--- src/ohf_defs.svh ---
// Purpose: timing counts and reset values for the hiccup fault sequencer
// Assumes: 200 MHz core clock, 5 ns period
// Notes: definitions only
`ifndef OHF_DEFS_SVH
`define OHF_DEFS_SVH
`define OHF_CLK_PERIOD_NS 5
`define OHF_BLANK_NS 100
`define OHF_BLANK_CYC ((`OHF_BLANK_NS + `OHF_CLK_PERIOD_NS - 1) / `OHF_CLK_PERIOD_NS)
`define OHF_PERIOD_CYC 667
`define OHF_DUTY_MAX_PCT 94
`define OHF_OC_FULL 3'h7
`define OHF_OC_ZERO 3'h0
`define OHF_OC_RST 3'h0
`endif

--- src/ohf_pkg.sv ---
// Purpose: types shared by the hiccup fault sequencer
// Assumes: nothing
// Notes: comparator flags travel in one packed struct
package ohf_pkg;
	typedef struct packed {
		logic oc_trip;
		logic phase_high;
		logic ss_empty;
		logic ss_at_1v3;
		logic ss_below_off;
		logic ss_above_on;
		logic ss_above_fb;
		logic pwm_demand;
	} ohf_flags_t;
	typedef enum logic [2:0] {
		OHF_SHUT, OHF_PREBIAS, OHF_SOFT, OHF_RUN, OHF_FDIS, OHF_FCHG
	} ohf_state_t;
endpackage

--- src/ohf_sequencer.sv ---
// Purpose: overcurrent hiccup fault sequencer of a synchronous buck controller
// Assumes: analog comparators deliver flags; a switching period is PERIOD_CYC clocks
// Notes: gate outputs are registered; soft-start discharge is a registered output
// Notes: shutdown cannot cut a fault timeout short, so every restart after a fault is a full soft-start
`timescale 1ns/100ps
`include "ohf_defs.svh"
module ohf_sequencer #(
	parameter int PERIOD_CYC = `OHF_PERIOD_CYC,
	parameter int DUTY_PCT = `OHF_DUTY_MAX_PCT
) (
	input wire logic i_clock,
	input wire logic i_nrst,
	input wire ohf_pkg::ohf_flags_t i_flags,
	output logic o_high_side_gate_drive,
	output logic o_low_side_gate_drive,
	output logic o_softstart_discharge,
	output logic o_fault,
	output logic [2:0] o_oc_count
);
	import ohf_pkg::*;

	localparam int CW = $clog2(PERIOD_CYC + 1);
	localparam int BW = $clog2(`OHF_BLANK_CYC + 2);
	localparam logic [CW-1:0] PER_LAST = CW'(PERIOD_CYC - 1);
	localparam logic [CW-1:0] HI_MAX = CW'((PERIOD_CYC * DUTY_PCT) / 100);
	localparam logic [BW-1:0] BLANK = BW'(`OHF_BLANK_CYC);

	// Saturating step shared by all counter updates but the shutdown reset
	function automatic logic [2:0] sat_step(input logic [2:0] v, input logic up);
		if (up)
			sat_step = (v == `OHF_OC_FULL) ? v : v + 3'h1;
		else
			sat_step = (v == `OHF_OC_ZERO) ? v : v - 3'h1;
	endfunction

	// Last clock of a switching period; counting and pulse end hang off it
	function automatic logic period_end(input logic [CW-1:0] p);
		period_end = (p == PER_LAST);
	endfunction

	ohf_flags_t f;
	ohf_state_t st_r, st_nxt;
	logic [CW-1:0] ph_r, ph_nxt;
	logic [BW-1:0] bl_r, bl_nxt;
	logic [2:0] cnt_r, cnt_nxt;
	logic hi_r, hi_nxt;
	logic lo_r, lo_nxt;
	logic dis_r, dis_nxt;
	logic flt_r, flt_nxt;
	logic trip_r, trip_nxt;
	logic tripped_now;
	logic oc_seen;
	logic [2:0] oc_next;

	// Flags cross in from the analog side
	ohf_sync #(.W($bits(ohf_flags_t))) u_sync (
		.i_clock(i_clock),
		.i_nrst(i_nrst),
		.i_async(i_flags),
		.o_sync(f)
	);

	// Overcurrent only valid once phase is high and blanking is over
	assign tripped_now = hi_r && f.phase_high && (bl_r == BLANK) && f.oc_trip;

	// Blanking timer restarts each pulse and waits for the phase node to rise
	always_comb begin
		bl_nxt = bl_r;
		if (!hi_r || !f.phase_high)
			bl_nxt = '0;
		else if (bl_r != BLANK)
			bl_nxt = bl_r + BW'(1);
	end

	// Blanking register
	always_ff @(posedge i_clock or negedge i_nrst) begin
		if (!i_nrst)
			bl_r <= '0;
		else
			bl_r <= bl_nxt;
	end

	// Trip latch, cleared at period start; a trip in the same clock wins
	always_comb begin
		trip_nxt = trip_r;
		if (ph_r == '0)
			trip_nxt = 1'b0;
		if (tripped_now)
			trip_nxt = 1'b1;
	end

	// Trip latch register
	always_ff @(posedge i_clock or negedge i_nrst) begin
		if (!i_nrst)
			trip_r <= 1'b0;
		else
			trip_r <= trip_nxt;
	end

	// Counter step worked out once, used for update and fault decision
	assign oc_seen = trip_r || tripped_now;
	assign oc_next = sat_step(cnt_r, oc_seen);

	// Next-state logic for sequencer, period timer and drives
	always_comb begin
		st_nxt = st_r;
		ph_nxt = period_end(ph_r) ? '0 : ph_r + CW'(1);
		cnt_nxt = cnt_r;
		hi_nxt = 1'b0;
		lo_nxt = 1'b0;
		dis_nxt = 1'b0;
		flt_nxt = flt_r;
		case (st_r)
			OHF_SHUT: begin
				// Counter starts fresh after every shutdown
				ph_nxt = '0;
				cnt_nxt = `OHF_OC_RST;
				if (f.ss_above_on)
					st_nxt = OHF_PREBIAS;
			end
			OHF_PREBIAS: begin
				// No pulses until the reference passes a pre-biased output
				ph_nxt = '0;
				if (f.ss_above_fb)
					st_nxt = OHF_SOFT;
			end
			OHF_SOFT, OHF_RUN: begin
				// Pulse ends on trip, demand drop or the duty cap
				hi_nxt = f.pwm_demand && (ph_nxt < HI_MAX) && !trip_nxt
					&& !period_end(ph_r);
				// One idle clock after high-side turn-off and at period start stands in for dead time
				lo_nxt = !hi_nxt && !period_end(ph_r) && !hi_r;
				// Soft-start finished once reference has passed the 1.3 V level
				if (st_r == OHF_SOFT && f.ss_at_1v3)
					st_nxt = OHF_RUN;
				// One overcurrent sample per switching cycle, counted only in run
				if (st_r == OHF_RUN && period_end(ph_r)) begin
					cnt_nxt = oc_next;
					if (oc_next == `OHF_OC_FULL) begin
						st_nxt = OHF_FDIS;
						flt_nxt = 1'b1;
						cnt_nxt = sat_step(`OHF_OC_FULL, 1'b0);
						hi_nxt = 1'b0;
						lo_nxt = 1'b0;
						dis_nxt = 1'b1;
					end
				end
			end
			OHF_FDIS: begin
				// Both drives stay low for the whole timeout, shutdown or not
				ph_nxt = '0;
				dis_nxt = 1'b1;
				if (f.ss_empty) begin
					dis_nxt = 1'b0;
					st_nxt = OHF_FCHG;
				end
			end
			OHF_FCHG: begin
				// Cap charges at its normal rate; restart only once the count is spent
				ph_nxt = '0;
				if (cnt_r == `OHF_OC_ZERO) begin
					flt_nxt = 1'b0;
					st_nxt = OHF_SOFT;
				end else if (f.ss_at_1v3) begin
					cnt_nxt = sat_step(cnt_r, 1'b0);
					dis_nxt = 1'b1;
					st_nxt = OHF_FDIS;
				end
			end
			default: begin
				st_nxt = OHF_SHUT;
			end
		endcase
		// Shutdown overrides all states but the fault timeout ones (FDIS, FCHG), drives low
		if (f.ss_below_off && st_r != OHF_FDIS && st_r != OHF_FCHG) begin
			st_nxt = OHF_SHUT;
			dis_nxt = 1'b0;
			hi_nxt = 1'b0;
			lo_nxt = 1'b0;
			flt_nxt = 1'b0;
		end
	end

	// State registers only
	always_ff @(posedge i_clock or negedge i_nrst) begin
		if (!i_nrst) begin
			st_r <= OHF_SHUT;
			ph_r <= '0;
			cnt_r <= `OHF_OC_RST;
			hi_r <= 1'b0;
			lo_r <= 1'b0;
			dis_r <= 1'b0;
			flt_r <= 1'b0;
		end else begin
			st_r <= st_nxt;
			ph_r <= ph_nxt;
			cnt_r <= cnt_nxt;
			hi_r <= hi_nxt;
			lo_r <= lo_nxt;
			dis_r <= dis_nxt;
			flt_r <= flt_nxt;
		end
	end

	// Outputs straight from flops
	assign o_high_side_gate_drive = hi_r;
	assign o_low_side_gate_drive = lo_r;
	assign o_softstart_discharge = dis_r;
	assign o_fault = flt_r;
	assign o_oc_count = cnt_r;
endmodule

--- src/ohf_sync.sv ---
// Purpose: two-flop synchroniser for a bundle of comparator flags
// Assumes: flags are asynchronous to i_clock
// Notes: first stage feeds only the second
`timescale 1ns/100ps
module ohf_sync #(
	parameter int W = 8
) (
	input wire logic i_clock,
	input wire logic i_nrst,
	input wire logic [W-1:0] i_async,
	output logic [W-1:0] o_sync
);
	logic [W-1:0] s1_r;
	logic [W-1:0] s2_r;
	// Plain double flop
	always_ff @(posedge i_clock or negedge i_nrst) begin
		if (!i_nrst) begin
			s1_r <= '0;
			s2_r <= '0;
		end else begin
			s1_r <= i_async;
			s2_r <= s1_r;
		end
	end
	assign o_sync = s2_r;
endmodule

--- config.mk ---
export PLATFORM = sky130hd
export DESIGN_NAME = ohf_sequencer
export DESIGN_NICKNAME = d
export VERILOG_FILES = /design/src/ohf_pkg.sv /design/src/ohf_sequencer.sv /design/src/ohf_sync.sv
export VERILOG_INCLUDE_DIRS = /design/src /design/src/src
export SDC_FILE = /design/constraint.sdc
export NUM_CORES = 1
export LEC_CHECK = 0
export BUFFER_PORTS_ARGS = -buffer_cell sky130_fd_sc_hd__buf_2
export CAP_MARGIN = 20
export CORE_MARGIN = 2
export CORE_UTILIZATION = 62
export CTS_BUF_LIST = sky130_fd_sc_hd__clkbuf_8
export DETAILED_ROUTE_END_ITERATION = 10
export MAX_ROUTING_LAYER = met4
export PLACE_DENSITY = 0.9
export REMOVE_ABC_BUFFERS = 1
export SLEW_MARGIN = 20
export SYNTH_ARGS = -nofsm -noshare
export SYNTH_HDL_FRONTEND = slang
export SYNTH_SLANG_ARGS = --single-unit
--- constraint.sdc ---
create_clock -name i_clock -period 2.75 [get_ports i_clock]
set_input_delay 0.1375 -clock i_clock [delete_from_list [all_inputs] [get_ports i_clock]]
set_output_delay 0.1375 -clock i_clock [all_outputs]
set_load 0.005 [all_outputs]
==> results.md <==
* Status: complete, no violations
* CP Data Arrival Time at 2.75 ns
* Number of routed nets with antenna violations at 0
* CTS Buf Count at 5
* Area growth syn-to-layout at 13.4%
* F_max at 0.395 GHz
* Post-CTS Resized at 0
* Initial antenna violation count at 0
* Gr ovfl total at 0
* YS warnings at 0
* RSZ-0062 raised after global routing: no
* Post-synthesis cell area at 0.00218 mm2
* Top Ports at 17
* IO Port Bufs at 16
* DP Worst Slack at 0.145 ns
* DRC Markers at 0
* # fillers at 254
* Placer Congestion at 0.967
* Commonest non-fill, non-tap cell in the layout: dfrtp_1
* Share of cells above drive strength 1 at 12.7%
* Max cap viols at 0
* Synthesis-stage register bit count at 42
* CTS tree: yes
* Setup crit start kind: flop
* Starting density of the core at 65.0%
* CP max FO at 7
* Setup TNS Final at 0 ns
* Final setup violating endpoints at 0
* TritonRoute pass-1 iters at 4
* Max-slew violation count at 0
* Setup bufs post-CTS at 0
* N_diodes at 0
* Standard-cell row count at 21
* DR WL/cell at 15.7 um
* Minimum clock period at 2.53 ns
* Leading cell types in the layout, fill and taps excluded: dfrtp_1 (42), nor2_1 (26), inv_1 (16), buf_2 (16), nand2_1 (14)
* Core Region at 0.00336 mm2
* Total track usage at 26.7%
* Die Area at 0.00401 mm2
* Worst Path Required at 2.96 ns
* Lkg Pwr at 1.09 nW
* Seq/Total Area, Yosys at 48.1%
* Die Span Y at 63.4 um
* Die X at 63.4 um
* Largest net degree at the start of global routing at 43
* Worst slew pin tran at 0.912 ns
* Post-Synthesis Cells at 221
* Post-route clock period utilization at 92.1%
* Clock sinks at 42
* DRT Wirelength at 4560 um
* Worst-case clock buffer depth at 2
* Hold violation count in the final report at 0
* Pwr dens at 517 mW/mm2
* Setup WS post-layout at 0.217 ns
* Clock slew seen by the registers of the worst setup and hold paths at 0.08 ns
* CTS H-tree depth at 2
* EDFF count, synth at 0
* First-pass GRT wire length at 7970 um
* Nets at 264
* Ys flop type: dfrtp_1
* Number of DRC markers in iteration 0 at 143
* Vias in the first global route at 1,730
* Synth unique cells at 47
* Asr flop ratio synth at 100%
* Slew Limit Headroom at 39.2%
* CP Class: reg2reg
* DP Wirelength at 3170 um
* Mean Syn Cell Area at 9.89 um2
* Total number of vias at 1,723
* Maximum vdd drop at 0.409 mV
* CP Capture Type: flop
* Clk_skew at 0.00457 ns
* Clk Latency, worst-skew pair at 0.30 ns
* Min-delay worst type: reg2reg
* Root cell of the clock tree: clkbuf_8
* Via density at 5.92
sequential cells by signal, indices dropped and copies added (netlist names):
| register | count |
|---|---|
| o_oc_count | 3 |
| st_r | 3 |
| o_softstart_discharge | 1 |
| ph_r | 10 |
| trip_r | 1 |
| u_sync.s1_r | 8 |
| o_low_side_gate_drive | 1 |
| bl_r | 5 |
| o_high_side_gate_drive | 1 |
| u_sync.o_sync | 8 |
| o_fault | 1 |
power breakdown:
| part | leakage [nW] | switching, mW | total, mW | internal (mW) |
|---|---|---|---|---|
| Sequential | 0.549 | 0.0311 | 0.669 | 0.637 |
| Combinational | 0.478 | 0.0809 | 0.139 | 0.0577 |
| Clock | 0.0607 | 0.210 | 0.474 | 0.264 |
kinds of logic after synthesis:
family | after synthesis | share of synthesized area [%]
buffers and inverters | 24 | 4.47
AOI/OAI and AO/OA | 44 | 15.2
adders and majority gates | 10 | 5.73
and+or+nand+nor | 84 | 19.3
xor gates and xnor gates | 12 | 4.81
muxes | 5 | 2.35
DFF | 42 | 48.1
metal layers:
layer	GRT usage, %	part of all wire, %	vias up
met3	6.43	4.5	19
met2	40.4	48	52
met1	32.7	44	827
li1	-	-	825
met5	-	0	-
met4	15.5	3.7	0
worst max-delay path: stages (launching register included):
cell and delay [ns]:
dfrtp_1 0.39, inv_1 0.09, ha_1 0.21, and4b_1 0.31, a41oi_4 0.30, mux2i_1 0.30
nand4_1 0.20, or3_1 0.43, a221oi_2 0.23
area by class of cell:
cell class                      count  area, um2  area share [%]
Clock buffer                        5       68.8            2.78
Clock inverter                      3       37.5            1.52
Inverter                           15       56.3            2.27
Multi-Input combinational cell    155       1040            41.8
Sequential cell                    42       1050            42.4
Tap cell                           46       57.6            2.32
Timing Repair Buffer               25        170            6.87
path summary, 6_finish.rpt:
kind	startpoint	cells after the start	to	slack, ns
setup reg to reg	bl_r[0]	8	o_softstart_discharge	0.22
hold reg to reg	u_sync.s1_r[4]	0	u_sync.o_sync[4]	0.35
setup / recovery	bl_r[0]	8	o_softstart_discharge	0.22
max in group asynchronous	i_nrst	2	st_r[0]	1.68
min in group asynchronous	i_nrst	2	bl_r[3]	0.50
hold / removal	u_sync.s1_r[4]	0	u_sync.o_sync[4]	0.35
synthesized netlist by cell type (all sizes together), types with 3 or more instances:
| library cell | number | area [um2] |
|---|---|---|
| inv | 14 | 52.6 |
| o22ai | 3 | 18.8 |
| xnor2 | 7 | 61.3 |
| nor2b | 5 | 31.3 |
| dfrtp | 42 | 1050 |
| clkbuf | 8 | 30.0 |
| mux2i | 4 | 40.0 |
| and3 | 3 | 18.8 |
| nand3 | 12 | 60.1 |
| nor2 | 26 | 97.6 |
| nor4 | 4 | 25.0 |
| nor3 | 7 | 35.0 |
| a21oi | 12 | 60.1 |
| ha | 10 | 125 |
| o211ai | 3 | 22.5 |
| o21ai | 6 | 30.0 |
| nand2 | 14 | 52.6 |
| xor2 | 5 | 43.8 |
metrics by stage:
step                total power [mW]  utilization, %  instance area [um2]  instances  hold WS, ns
floorplan                      0.761               -                 2140        212       -0.158
global placement               0.804            67.8                 2280        274        0.245
detailed placement             0.809            67.8                 2280        274        0.247
CTS                             1.29            73.7                 2480        291        0.356
global route                    1.34            73.7                 2480        291        0.366
finish                          1.28            73.7                 2480        291        0.354
repair_timing:
| action | CTS | global route |
|---|---|---|
| hold buffers | 9 | 0 |
| setup endpoints to repair | 0 | 1 |
| endpoints found under the hold margin | 9 | 0 |
Note: power is estimated with default switching activity, not from simulation.
